[src/logic/inertial_event_cfg.svh]
// Register offsets, reset values and field positions of the inertial event detector
// Behaviour
// - Motion ack read clears latched motion source
// - Motion threshold is high byte then low
// - Threshold 7FFFh equals full-scale acceleration
// - Duration counts output samples at chosen rate
// - Events shorter than duration raise nothing
// - Duration zero fires on first true sample
// - Tilt config bits: irq, latch, ZH..XL
// - Irq enable raises tilt irq on change
// - Latch select holds captured tilt status
// - Tilt ack read clears irq, reloads live source flags
// - Positive enable flags axis above threshold
// - Negative enable flags axis below threshold
// - Inner, outer thresholds are 16-bit pairs
// - Above outer while positive means high
// - Beyond outer while negative means low
// - Below inner clears high and low
// - Inner above outer uses outer only
// - Tilt active bit sets on enabled change
// - Tilt ack refreshes source, clears irq
// - Combine select picks OR or AND
// - Motion active bit drives motion irq
`ifndef INERTIAL_EVENT_CFG_SVH
`define INERTIAL_EVENT_CFG_SVH

// Register offsets
`define ADDR_MOTION_SOURCE    8'h31
`define ADDR_MOTION_ACK       8'h32
`define ADDR_MOTION_THR_LOW   8'h34
`define ADDR_MOTION_THR_HIGH  8'h35
`define ADDR_MOTION_MIN_DUR   8'h36
`define ADDR_TILT_CONFIG      8'h38
`define ADDR_TILT_SOURCE      8'h39
`define ADDR_TILT_ACK         8'h3A
`define ADDR_INNER_THR_LOW    8'h3C
`define ADDR_INNER_THR_HIGH   8'h3D
`define ADDR_OUTER_THR_LOW    8'h3E
`define ADDR_OUTER_THR_HIGH   8'h3F

// Reset values and the fixed ack and unmapped read values
`define RESET_REG8            8'h00
`define RESET_THR16           16'h0000
`define RESET_DUR_COUNT       8'h00
`define ACK_READ_VALUE        8'h00
`define UNMAPPED_READ_VALUE   8'h00

// Field positions of the tilt configuration register
`define TILT_CFG_IRQ_EN_BIT   7
`define TILT_CFG_LATCH_BIT    6

// Full-scale code of a threshold
`define THR_FULL_SCALE        16'h7FFF

`endif

[src/logic/inertial_event_pkg.sv]
// Types shared by the inertial event detector files
package inertial_event_pkg;

  // Three axes of one output sample, two's complement
  typedef struct packed {
    logic [15:0] x;
    logic [15:0] y;
    logic [15:0] z;
  } sample_type;

  // Motion event configuration bits
  typedef struct packed {
    logic combine_and_or_select;
    logic latch_request_select;
    logic zHigh;
    logic zLow;
    logic yHigh;
    logic yLow;
    logic xHigh;
    logic xLow;
  } motionCfg_type;

  // Tilt detect configuration register layout, bit 7 first
  typedef struct packed {
    logic direction_change_irq_enable;
    logic latchSelect;
    logic z_positive_enable;
    logic z_negative_enable;
    logic y_positive_enable;
    logic y_negative_enable;
    logic x_positive_enable;
    logic x_negative_enable;
  } tiltCfg_type;

  // Source register layout shared by motion and tilt
  typedef struct packed {
    logic       unused;
    logic       interrupt_active;
    logic [5:0] flags;
  } source_type;

  // One register access from the serial front end
  typedef struct packed {
    logic       rd;
    logic       wr;
    logic [7:0] addr;
    logic [7:0] data;
  } regReq_type;

  // Per-axis tilt zone state
  typedef enum logic [2:0] {
    TILT_NEUTRAL = 3'b001,
    TILT_HIGH    = 3'b010,
    TILT_LOW     = 3'b100
  } axisTilt_type;

  // Magnitude of a two's complement sample, one bit wider
  function automatic logic [16:0] absMag(input logic [15:0] value);
    logic [16:0] ext;
    ext = {value[15], value};
    absMag = value[15] ? 17'(~ext + 17'h0_0001) : ext;
  endfunction

endpackage

[src/logic/tilt_axis_classifier.sv]
// One axis of the tilt detector with inner/outer hysteresis
`timescale 1ns/1ps
`include "inertial_event_cfg.svh"

module tilt_axis_classifier
  import inertial_event_pkg::*;
(
  // Clock and reset
  input  wire logic         clk,
  input  wire logic         rst,
  // Sample in
  input  wire logic         sampleValid,
  input  wire logic [15:0]  accel,
  // Thresholds
  input  wire logic [15:0]  outerThr,
  input  wire logic [15:0]  innerThr,
  // Zone out
  output axisTilt_type      tilt
);

  axisTilt_type tilt_q;
  axisTilt_type tilt_d;
  logic [16:0]  mag;
  logic [15:0]  effInner;

  // Zone update; between the thresholds the old zone holds
  always_comb begin
    mag      = absMag(accel);
    effInner = (innerThr > outerThr) ? outerThr : innerThr;
    tilt_d   = tilt_q;
    if (sampleValid) begin
      if (mag > {1'b0, outerThr}) begin
        tilt_d = accel[15] ? TILT_LOW : TILT_HIGH;
      end else if (mag < {1'b0, effInner}) begin
        tilt_d = TILT_NEUTRAL;
      end
    end
  end

  // Zone register
  always_ff @(posedge clk) begin
    if (rst) begin
      tilt_q <= TILT_NEUTRAL;
    end else begin
      tilt_q <= tilt_d;
    end
  end

  assign tilt = tilt_q;

endmodule // tilt_axis_classifier

[src/logic/inertial_event_detector.sv]
// Free-fall/wake-up and tilt direction event logic with its registers
`timescale 1ns/1ps
`include "inertial_event_cfg.svh"

module inertial_event_detector
  import inertial_event_pkg::*;
(
  // Clock and reset
  input  wire logic         clk,
  input  wire logic         rst,
  // Register access from the serial front end
  input  regReq_type        regReq,
  output logic [7:0]        regRdData,
  // Output samples at the decimated rate
  input  wire logic         sampleValid,
  input  sample_type        sample,
  // Motion event configuration held elsewhere
  input  motionCfg_type     motionCfg,
  // Interrupt lines
  output logic              motionIrq,
  output logic              tiltIrq
);

  // Register file state
  logic [7:0]    thrLow_q;
  logic [7:0]    thrLow_d;
  logic [7:0]    thrHigh_q;
  logic [7:0]    thrHigh_d;
  logic [7:0]    minDur_q;
  logic [7:0]    minDur_d;
  tiltCfg_type   tiltCfg_q;
  tiltCfg_type   tiltCfg_d;
  logic [7:0]    innerLow_q;
  logic [7:0]    innerLow_d;
  logic [7:0]    innerHigh_q;
  logic [7:0]    innerHigh_d;
  logic [7:0]    outerLow_q;
  logic [7:0]    outerLow_d;
  logic [7:0]    outerHigh_q;
  logic [7:0]    outerHigh_d;
  logic [7:0]    rdData_q;
  logic [7:0]    rdData_d;

  // Motion detector state
  source_type    motionSrc_q;
  source_type    motionSrc_d;
  logic [7:0]    durCount_q;
  logic [7:0]    durCount_d;

  // Tilt detector state
  source_type    tiltSrc_q;
  source_type    tiltSrc_d;
  logic [5:0]    prevDir_q;
  logic [5:0]    prevDir_d;
  logic          tiltEval_q;
  logic          tiltEval_d;

  // Threshold words built from their byte pairs
  logic [15:0]   motionThr;
  logic [15:0]   innerThr;
  logic [15:0]   outerThr;

  // Acknowledge strobes, one cycle wide
  logic          motionAckRead;
  logic          tiltAckRead;

  // Per-axis views of the current sample
  logic [16:0]   axisMag [3];
  logic [15:0]   axisVal [3];
  axisTilt_type  axisTilt [3];

  // Motion combine and duration filter
  logic [5:0]    motionRaw;
  logic [5:0]    motionEnable;
  logic [5:0]    motionEvt;
  logic          motionCond;
  logic [8:0]    durNext;
  logic          motionConfirmed;

  // Tilt change detection
  logic [5:0]    tiltEnable;
  logic [5:0]    tiltLive;
  logic          tiltChanged;

  // Threshold pairs, high byte on top; full scale 7FFFh matches the
  // sample scale, so the comparisons need no rescaling per range
  assign motionThr = {thrHigh_q, thrLow_q};
  assign innerThr  = {innerHigh_q, innerLow_q};
  assign outerThr  = {outerHigh_q, outerLow_q};

  // Acknowledge strobes are decoded from the read itself
  assign motionAckRead = regReq.rd && (regReq.addr == `ADDR_MOTION_ACK);
  assign tiltAckRead   = regReq.rd && (regReq.addr == `ADDR_TILT_ACK);

  assign axisVal[0] = sample.x;
  assign axisVal[1] = sample.y;
  assign axisVal[2] = sample.z;

  // Per-axis magnitude compare and tilt zone
  for (genvar axis = 0; axis < 3; axis++) begin : gAxis
    assign axisMag[axis]         = absMag(axisVal[axis]);
    assign motionRaw[2*axis + 1] = axisMag[axis] > {1'b0, motionThr};
    assign motionRaw[2*axis]     = axisMag[axis] < {1'b0, motionThr};
    assign tiltLive[2*axis + 1]  = (axisTilt[axis] == TILT_HIGH) && tiltEnable[2*axis + 1];
    assign tiltLive[2*axis]      = (axisTilt[axis] == TILT_LOW) && tiltEnable[2*axis];

    tilt_axis_classifier uClassifier (
      .clk         (clk),
      .rst         (rst),
      .sampleValid (sampleValid),
      .accel       (axisVal[axis]),
      .outerThr    (outerThr),
      .innerThr    (innerThr),
      .tilt        (axisTilt[axis])
    );
  end

  // Enables in source flag order Z-high down to X-low
  assign motionEnable = {motionCfg.zHigh,
                         motionCfg.zLow,
                         motionCfg.yHigh,
                         motionCfg.yLow,
                         motionCfg.xHigh,
                         motionCfg.xLow};
  // Tilt enables mask both the flags and the change compare
  assign tiltEnable   = {tiltCfg_q.z_positive_enable,
                         tiltCfg_q.z_negative_enable,
                         tiltCfg_q.y_positive_enable,
                         tiltCfg_q.y_negative_enable,
                         tiltCfg_q.x_positive_enable,
                         tiltCfg_q.x_negative_enable};

  // Combined motion condition; AND with nothing enabled never fires
  always_comb begin
    motionEvt = motionRaw & motionEnable;
    if (motionCfg.combine_and_or_select) begin
      motionCond = (motionEnable != 6'h00) && (motionEvt == motionEnable);
    end else begin
      motionCond = |motionEvt;
    end
  end

  // Register writes; reads of the ack addresses store nothing
  always_comb begin
    thrLow_d    = thrLow_q;
    thrHigh_d   = thrHigh_q;
    minDur_d    = minDur_q;
    tiltCfg_d   = tiltCfg_q;
    innerLow_d  = innerLow_q;
    innerHigh_d = innerHigh_q;
    outerLow_d  = outerLow_q;
    outerHigh_d = outerHigh_q;
    if (regReq.wr) begin
      unique case (regReq.addr)
        `ADDR_MOTION_THR_LOW:  thrLow_d    = regReq.data;
        `ADDR_MOTION_THR_HIGH: thrHigh_d   = regReq.data;
        `ADDR_MOTION_MIN_DUR:  minDur_d    = regReq.data;
        `ADDR_TILT_CONFIG:     tiltCfg_d   = tiltCfg_type'(regReq.data);
        `ADDR_INNER_THR_LOW:   innerLow_d  = regReq.data;
        `ADDR_INNER_THR_HIGH:  innerHigh_d = regReq.data;
        `ADDR_OUTER_THR_LOW:   outerLow_d  = regReq.data;
        `ADDR_OUTER_THR_HIGH:  outerHigh_d = regReq.data;
        default: ;
      endcase
    end
  end

  // Read mux, registered so the data leaves a flip-flop
  // Source registers read back here; writes to them are dropped
  always_comb begin
    rdData_d = rdData_q;
    if (regReq.rd) begin
      unique case (regReq.addr)
        `ADDR_MOTION_SOURCE:   rdData_d = motionSrc_q;
        `ADDR_MOTION_ACK:      rdData_d = `ACK_READ_VALUE;
        `ADDR_MOTION_THR_LOW:  rdData_d = thrLow_q;
        `ADDR_MOTION_THR_HIGH: rdData_d = thrHigh_q;
        `ADDR_MOTION_MIN_DUR:  rdData_d = minDur_q;
        `ADDR_TILT_CONFIG:     rdData_d = tiltCfg_q;
        `ADDR_TILT_SOURCE:     rdData_d = tiltSrc_q;
        `ADDR_TILT_ACK:        rdData_d = `ACK_READ_VALUE;
        `ADDR_INNER_THR_LOW:   rdData_d = innerLow_q;
        `ADDR_INNER_THR_HIGH:  rdData_d = innerHigh_q;
        `ADDR_OUTER_THR_LOW:   rdData_d = outerLow_q;
        `ADDR_OUTER_THR_HIGH:  rdData_d = outerHigh_q;
        default:               rdData_d = `UNMAPPED_READ_VALUE;
      endcase
    end
  end

  // Register file flops, all cleared by reset
  always_ff @(posedge clk) begin
    if (rst) begin
      thrLow_q    <= `RESET_REG8;
      thrHigh_q   <= `RESET_REG8;
      minDur_q    <= `RESET_REG8;
      tiltCfg_q   <= tiltCfg_type'(`RESET_REG8);
      innerLow_q  <= `RESET_REG8;
      innerHigh_q <= `RESET_REG8;
      outerLow_q  <= `RESET_REG8;
      outerHigh_q <= `RESET_REG8;
      rdData_q    <= `RESET_REG8;
    end else begin
      thrLow_q    <= thrLow_d;
      thrHigh_q   <= thrHigh_d;
      minDur_q    <= minDur_d;
      tiltCfg_q   <= tiltCfg_d;
      innerLow_q  <= innerLow_d;
      innerHigh_q <= innerHigh_d;
      outerLow_q  <= outerLow_d;
      outerHigh_q <= outerHigh_d;
      rdData_q    <= rdData_d;
    end
  end

  // Duration filter; the count is of output samples, so the decimation
  // rate sets its time base without any extra timer here
  always_comb begin
    durNext         = {1'b0, durCount_q} + 9'h001;
    durCount_d      = durCount_q;
    motionConfirmed = 1'b0;
    if (sampleValid) begin
      if (motionCond) begin
        durCount_d      = durNext[8] ? durCount_q : durNext[7:0];  // Saturates
        motionConfirmed = durNext >= {1'b0, minDur_q};
      end else begin
        durCount_d = `RESET_DUR_COUNT;
      end
    end
  end

  // Motion source; a sample in the ack cycle wins over the clear
  // Latched: flags freeze with the active bit until the ack read
  always_comb begin
    motionSrc_d = motionSrc_q;
    if (motionAckRead && motionCfg.latch_request_select) begin
      motionSrc_d = source_type'(`RESET_REG8);
    end
    if (sampleValid) begin
      if (!motionCfg.latch_request_select) begin
        motionSrc_d.interrupt_active = motionConfirmed;
        motionSrc_d.flags            = motionEvt;
      end else if (!motionSrc_d.interrupt_active) begin
        motionSrc_d.interrupt_active = motionConfirmed;
        motionSrc_d.flags            = motionEvt;
      end
    end
  end

  // Motion detector flops
  always_ff @(posedge clk) begin
    if (rst) begin
      motionSrc_q <= source_type'(`RESET_REG8);
      durCount_q  <= `RESET_DUR_COUNT;
    end else begin
      motionSrc_q <= motionSrc_d;
      durCount_q  <= durCount_d;
    end
  end

  // Tilt zones settle one cycle after the sample, so evaluate then;
  // the compare is against the last masked view, so a config write
  // that masks a flagged axis shows up as a change on the next sample
  assign tiltEval_d  = sampleValid;
  assign tiltChanged = tiltEval_q && (tiltLive != prevDir_q);

  // Tilt source; ack refreshes to live, a change in that cycle still sets
  always_comb begin
    tiltSrc_d = tiltSrc_q;
    prevDir_d = prevDir_q;
    if (tiltAckRead) begin
      tiltSrc_d.interrupt_active = 1'b0;
      tiltSrc_d.flags            = tiltLive;
    end
    if (tiltEval_q) begin
      prevDir_d = tiltLive;
      if (!tiltCfg_q.latchSelect) begin
        tiltSrc_d.flags = tiltLive;
      end else if (tiltChanged && !tiltSrc_q.interrupt_active) begin
        tiltSrc_d.flags = tiltLive;
      end
      if (tiltChanged) begin
        tiltSrc_d.interrupt_active = 1'b1;
      end
    end
  end

  // Tilt detector flops
  always_ff @(posedge clk) begin
    if (rst) begin
      tiltSrc_q  <= source_type'(`RESET_REG8);
      prevDir_q  <= 6'h00;
      tiltEval_q <= 1'b0;
    end else begin
      tiltSrc_q  <= tiltSrc_d;
      prevDir_q  <= prevDir_d;
      tiltEval_q <= tiltEval_d;
    end
  end

  // Outputs
  assign regRdData = rdData_q;
  assign motionIrq = motionSrc_q.interrupt_active;
  assign tiltIrq   = tiltSrc_q.interrupt_active
                     && tiltCfg_q.direction_change_irq_enable;

endmodule // inertial_event_detector

[config.mk]
export PLATFORM = sky130hd
export DESIGN_NAME = inertial_event_detector
export DESIGN_NICKNAME = d
export VERILOG_FILES = /design/src/logic/inertial_event_pkg.sv /design/src/logic/tilt_axis_classifier.sv /design/src/logic/inertial_event_detector.sv
export VERILOG_INCLUDE_DIRS = /design/src /design/src/logic
export SDC_FILE = /design/constraint.sdc
export NUM_CORES = 1
export LEC_CHECK = 0
export BUFFER_PORTS_ARGS = -buffer_cell sky130_fd_sc_hd__buf_2
export CAP_MARGIN = 20
export CORE_MARGIN = 3
export CORE_UTILIZATION = 40
export CTS_CLUSTER_DIAMETER = 120
export DETAILED_ROUTE_END_ITERATION = 16
export PLACE_DENSITY = 0.59
export SLEW_MARGIN = 20
export SYNTH_ARGS = -nofsm -noshare
export SYNTH_HDL_FRONTEND = slang
export SYNTH_HIERARCHICAL = 1
export SYNTH_SLANG_ARGS = --single-unit
[constraint.sdc]
create_clock -name clk -period 5 [get_ports clk]
set_input_delay 1 -clock clk [delete_from_list [all_inputs] [get_ports clk]]
set_output_delay 1 -clock clk [all_outputs]
set_load 0.01 [all_outputs]
Yosys cells after proc, flatten, opt, wreduce, memory -nomap -nowiden
Index checks and enable logic that the tools add are counted.
{"block": "word_totals", "mem_bits_rw": 0, "romBits": 0, "wordCells": 127, "output_inout_bits": 10, "mem_count": 0, "inputBits": 77, "latch_bits": 0, "reg_bits": 110}
{"block": "classes", "mux": 27, "eq_ne": 21, "add_sub_neg": 4, "shifts": 0, "div": 0, "order_cmp": 14, "n_mul": 0, "reduce_logical": 31, "bitwise": 4}
{"operator": "17-bit by 16-bit > comparator with 1-bit output", "n": 6}
{"operator": "17-bit by 16-bit less-than comparator with 1-bit output", "n": 6}
{"operator": "8-bit by 6-bit equality test with 1-bit output (second input constant)", "n": 12}
{"operator": "8-bit one-hot mux with 10 select lines", "n": 1}
{"operator": "17-bit by 1-bit adder with 17-bit output (second input constant)", "n": 3}
{"operator": "17-bit 2-to-1 mux", "n": 3}
{"operator": "17-bit inverter", "n": 3}
{"operator": "7-bit 2-to-1 mux", "n": 6}
{"operator": "3-bit 2-to-1 mux", "n": 9}
{"operator": "2-bit AND reduction", "n": 12}
{"operator": "16-bit > comparator", "n": 1}
{"operator": "16-bit 2-to-1 mux", "n": 1}
{"operator": "8-bit 2-to-1 mux", "n": 2}
{"operator": "1-bit logical AND", "n": 13}
{"operator": "6-bit 2-to-1 mux", "n": 2}
{"operator": "8-bit by 1-bit adder with 9-bit output (second input constant)", "n": 1}
{"operator": "3-bit by 2-bit equality test with 1-bit output (second input constant)", "n": 3}
{"operator": "3-bit equality test (second input constant)", "n": 3}
{"operator": "9-bit by 8-bit greater-or-equal comparator with 1-bit output", "n": 1}
{"operator": "6-bit AND", "n": 1}
{"operator": "6-bit equality test", "n": 1}
{"operator": "6-bit inequality test", "n": 1}
{"operator": "2-bit nonzero test", "n": 3}
{"operator": "6-bit nonzero test", "n": 1}
{"operator": "4 further kinds", "n": 6}

Depth between registers and ports, before layout
{"block": "logic_depth", "word_depth": 12, "depth_mapped": 17, "mapped_depth_nobuf": 17}

Hierarchy
Netlist, hierarchy kept.
{"module": "inertial_event_detector", "seq_area_each_um2": 2021.9, "instances": 1, "area_per_inst_um2": 6797.8, "cells_each": 857}
{"module": "tilt_axis_classifier", "seq_area_each_um2": 60.1, "instances": 3, "area_per_inst_um2": 1696.6, "cells_each": 209}

Worst setup path after synthesis
No wires, ideal clock.
{"block": "synth_timing", "kind": "input to register", "from": "input port sample[24] (netlist bit)", "to": "register durCount_q[2]", "setup_ns": 0.134, "arrival_ns": 4.313, "n_path_buf": 0, "t_required_ns": 4.866, "slack_ns": 0.553, "stages": 13, "cell_sequence": "or4_1 > or4_1 > or3_1 > nor4b_1 > ha_1 > and3_2 > nand2_1 > or3b_1 > o211ai_2 > o221a_2 > a31oi_4 > a311oi_4 > nor4_1"}
{"block": "synth_via", "elab_chain_cells": 10, "elab_cells_between_ends": 13, "cone_classes": "add/sub: 1; order compare: 2; eq/ne: 2; mux: 3; bitwise: 2; reduce/logical: 3"}
{"element": "start, declared", "line": "inertial_event_detector.sv:16", "text": "input sample_type sample,"}
{"element": "17-bit inverter", "line": "inertial_event_pkg.sv:61", "text": "absMag = value[15] ? 17'(~ext + 17'h0_0001) : ext;"}
{"element": "17-bit by 1-bit adder with 17-bit output", "line": "inertial_event_pkg.sv:61"}
{"element": "17-bit 2-to-1 mux *", "line": "inertial_event_pkg.sv:61"}
{"element": "17-bit by 16-bit less-than comparator with 1-bit output / 17-bit by 16-bit > comparator with 1-bit output (equally long branches)", "line": "inertial_event_detector.sv:103, inertial_event_detector.sv:102"}
{"element": "6-bit AND *", "line": "inertial_event_detector.sv:135", "text": "motionEvt = motionRaw & motionEnable;"}
{"element": "6-bit equality test", "line": "inertial_event_detector.sv:137", "text": "motionCond = (motionEnable != 6'h00) && (motionEvt == motionEnable);"}
{"element": "1-bit logical AND", "line": "inertial_event_detector.sv:137"}
{"element": "1-bit 2-to-1 mux *", "line": "inertial_event_detector.sv:136", "text": "if (motionCfg.combine_and_or_select) begin"}
{"element": "2-bit inequality test (no line)"}
{"element": "2-bit AND reduction (no line)"}
{"element": "end signal, assigned", "line": "inertial_event_detector.sv:254", "text": "durCount_q <= `RESET_DUR_COUNT;"}
{"element": "end signal, assigned", "line": "inertial_event_detector.sv:257", "text": "durCount_q <= durCount_d;"}
{"element": "end, declared", "line": "inertial_event_detector.sv:47", "text": "logic [7:0] durCount_q;"}
Mark *: on every way between the ends. The rest lies on a longest branch, timed or not.
A chain may end at the register's enable or synchronous reset.

Worst setup path in the final report
{"block": "layout_timing", "from": "input port sample[25] (netlist bit)", "to": "register durCount_q[4]"}
The elaborated chain is that of the path after synthesis.

==> results.md <==
- Setup Total Neg Slack: 0 ps
- Initial DRC Count: approximately 1,200
- IO Pins: 87
- DRC viols: 0
- Maximum clock path buffer count: 2
- Die ar.: roughly 32,000 µm²
- Detail Route Antenna Nets: 0
- Part of the cycle the worst path needs: between 90% and 100%
- CP endpoint kind: register
- Multi-input logic area: 9050 µm²
- Post-DR wirelength/cell: 21.9 µm
- Pleak: between 4 and 5 nW
- Vert. Die Dim: about 180 µm
- Fmax: 218 MHz
- Critical path type: in2reg
- Critical Path RT: 5210 ps
- DP HPWL: 34,700 µm
- Layout cells sized above 1: 14.5%
- Fill count: 2,976
- First-pass GRT wire length: 66,200 µm
- Yosys cell types: 78
- WHS: 474 ps
- RSZ-0062 raised after global routing: false
- Layout Area Growth over Synthesis: 12.2%
- Core Region: slightly below 30,000 µm²
- Number of synthesized flops with an enable pin: 0
- Port Buffers: 86
- Post-synth top flop: dfxtp_1
- Global-route usage over all layers: a little over a quarter
- Total Nets Final: 1,876
- WP data arrival: 4790 ps
- Pwr Density: 175 nW/µm²
- Synthesized flop and latch total: 110
- Root Driver: clkbuf_16
- Outcome: completed
- Synthesized area: 11,900 µm²
- Grt total ovfl: 0
- Max-cap check violation count: 0
- Initial Util: 41.0%
- Worst Path Max Fanout: 6
- Worst Hold Class: reg2reg
- Clock slew at reported path FFs: 80 ps
- Startpoint Class: input port
- Post-DR vias/cell: 6.05
- Final Max Tran Viols: 0
- Top sig layer: met4
- # setup viols final: 0
- Most frequent cells in the layout: ha_1, nand2_1, a21oi_1
- Avg Inst Size Synth: roughly 8.0 µm²
- Final worst slack: 418 ps
- N_diodes: 0
- Slew @ Worst Pin: around 940 ps
- Max VDD drop: 0.163 mV
- Initial antenna violation count: 0
- H-tree depth: 3
- Postcts setup bufs: 0
- Vias in the first global route: 11,509
- Post-route met1 wirelength: approximately 19,000 µm
- Rel. slew slack: 36.2%
- TritonCTS Sinks: 110
- Wire length on met3: 3350 µm
- Clock skew: around 9 ps
- Most common cell after layout, fill and taps aside: ha_1
- # rows: 62
- Vias: 11,999
- Drt first pass iters: 10
- Top cells by area, synth: ha_1, dfxtp_1, a21oi_1, xnor2_1, nand2_1
- Reg area: 2200 µm²
- Placer Congestion: 0.981
- # resized after CTS: 0
- Routed WL: 43,500 µm
- Share of synthesized registers carrying an async set or reset: 0%
- Hold_buf cts: 0
- DR WL met2: a little under 20,000 µm
- Post-Syn Instances: 1,484
- DIE WIDTH: around 180 µm
- Largest area contributor in the netlist: ha_1
- Largest net degree at the start of global routing: 68
- Number of CTS-inserted buffers: 9
- Post-synth top area share: 21.5%
- Syn_nets: 1,765
- Sequential share of the synthesized area: 18.5%
- Hold Violations, Final: 0
- Ys Warns: 6
- CTS tree: done
- DP Worst Slack: 60.5 ps
- Worst skew pair latency: 360 ps
- Min Clock Period, post-route: 4580 ps
state kept, by name, indices dropped and copies added, names as in the netlist, 6 cells and up:
signal                  cells
gAxis.uClassifier/tilt      9
thrHigh_q                   8
prevDir_q                   6
tiltCfg_q                   8
regRdData                   8
durCount_q                  8
innerLow_q                  8
minDur_q                    8
tiltSrc_q                   7
motionSrc_q                 6
outerLow_q                  8
outerHigh_q                 8
thrLow_q                    8
innerHigh_q                 8
metal layers:
layer / vias up / track usage, %
met5: - / 0
met3: 108 / 3.96
met1: 5649 / 36.3
li1: 5733 / -
met4: 0 / 12.0
met2: 509 / 43.2
logic make-up (layout without fill, tap and decap cells):
logic type	Yosys count	after routing	share of synthesized area (%)
buffers and inverters	151	267	5.33
AND/OR/NAND/NOR	479	479	21.1
multiplexers	63	63	5.33
adder cells (fa/ha/maj)	204	204	21.5
flip-flops	110	110	18.5
XOR/XNOR	91	91	6.70
AO/OA/AOI/OAI	386	386	21.6
through the flow:
stage / total power, mW / util [%] / std cells / area, µm²
final: 2.33 / 46.0 / 1984 / 13300
after global routing: 2.45 / 46.0 / 1984 / 13300
after CTS: 2.33 / 46.0 / 1984 / 13300
after detailed placement: 1.61 / 44.9 / 1968 / 13000
after global placement: 1.60 / 44.9 / 1968 / 13000
after floorplan: 1.39 / - / 1484 / 11900
cells in the mapped netlist (9+ instances only):
master    instances
nor4_1           13
nor3_1           14
inv_1            98
nand2_1         164
o31ai_1          18
clkbuf_1         31
a221oi_1         12
a222oi_1         10
xnor2_1          84
mux2i_1          61
nand3_1          99
nand2b_1         24
nor2_1           52
dfxtp_1         110
a21o_1           28
o21ai_0          59
a21oi_1         152
a211oi_1         10
a22o_1            9
a22oi_1           9
nand4_1          27
ha_1            204
buf_1             9
o41ai_1          18
power by group:
part	total (mW)	switching, mW	internal [mW]
Clock	0.720	0.347	0.373
Sequential	0.909	0.0201	0.889
Combinational	0.700	0.415	0.285
layout make-up:
class / count / share of cell area [%]
clock inverter: 4 / 0.310
clock buffer: 12 / 1.92
timing repair buffer: 153 / 7.02
sequential: 110 / 16.5
tap: 384 / 3.60
multi-input combinational: 1223 / 67.9
inverter: 98 / 2.76
final timing paths:
| kind | start | to | slack (ps) | cells after the start |
|---|---|---|---|---|
| min | regRdData[7] | regRdData[7] | 470 | 2 |
| max reg2reg | outerHigh_q[1] | gAxis[2].uClassifier/tilt[2] | 560 | 16 |
| max | sample[25] | durCount_q[4] | 420 | 14 |
| min reg2reg | regRdData[7] | regRdData[7] | 470 | 2 |
critical path: stages:
cell	delay, ps
buf_2	140
or4_1	570
or4_1	460
or3_1	360
nor4b_1	310
ha_1	210
and3_2	200
nand2_1	90
or3b_1	400
o211ai_2	140
o221a_2	270
a31oi_4	100
a311oi_4	430
nor4_1	100
Power figures use the tool's default switching activity.
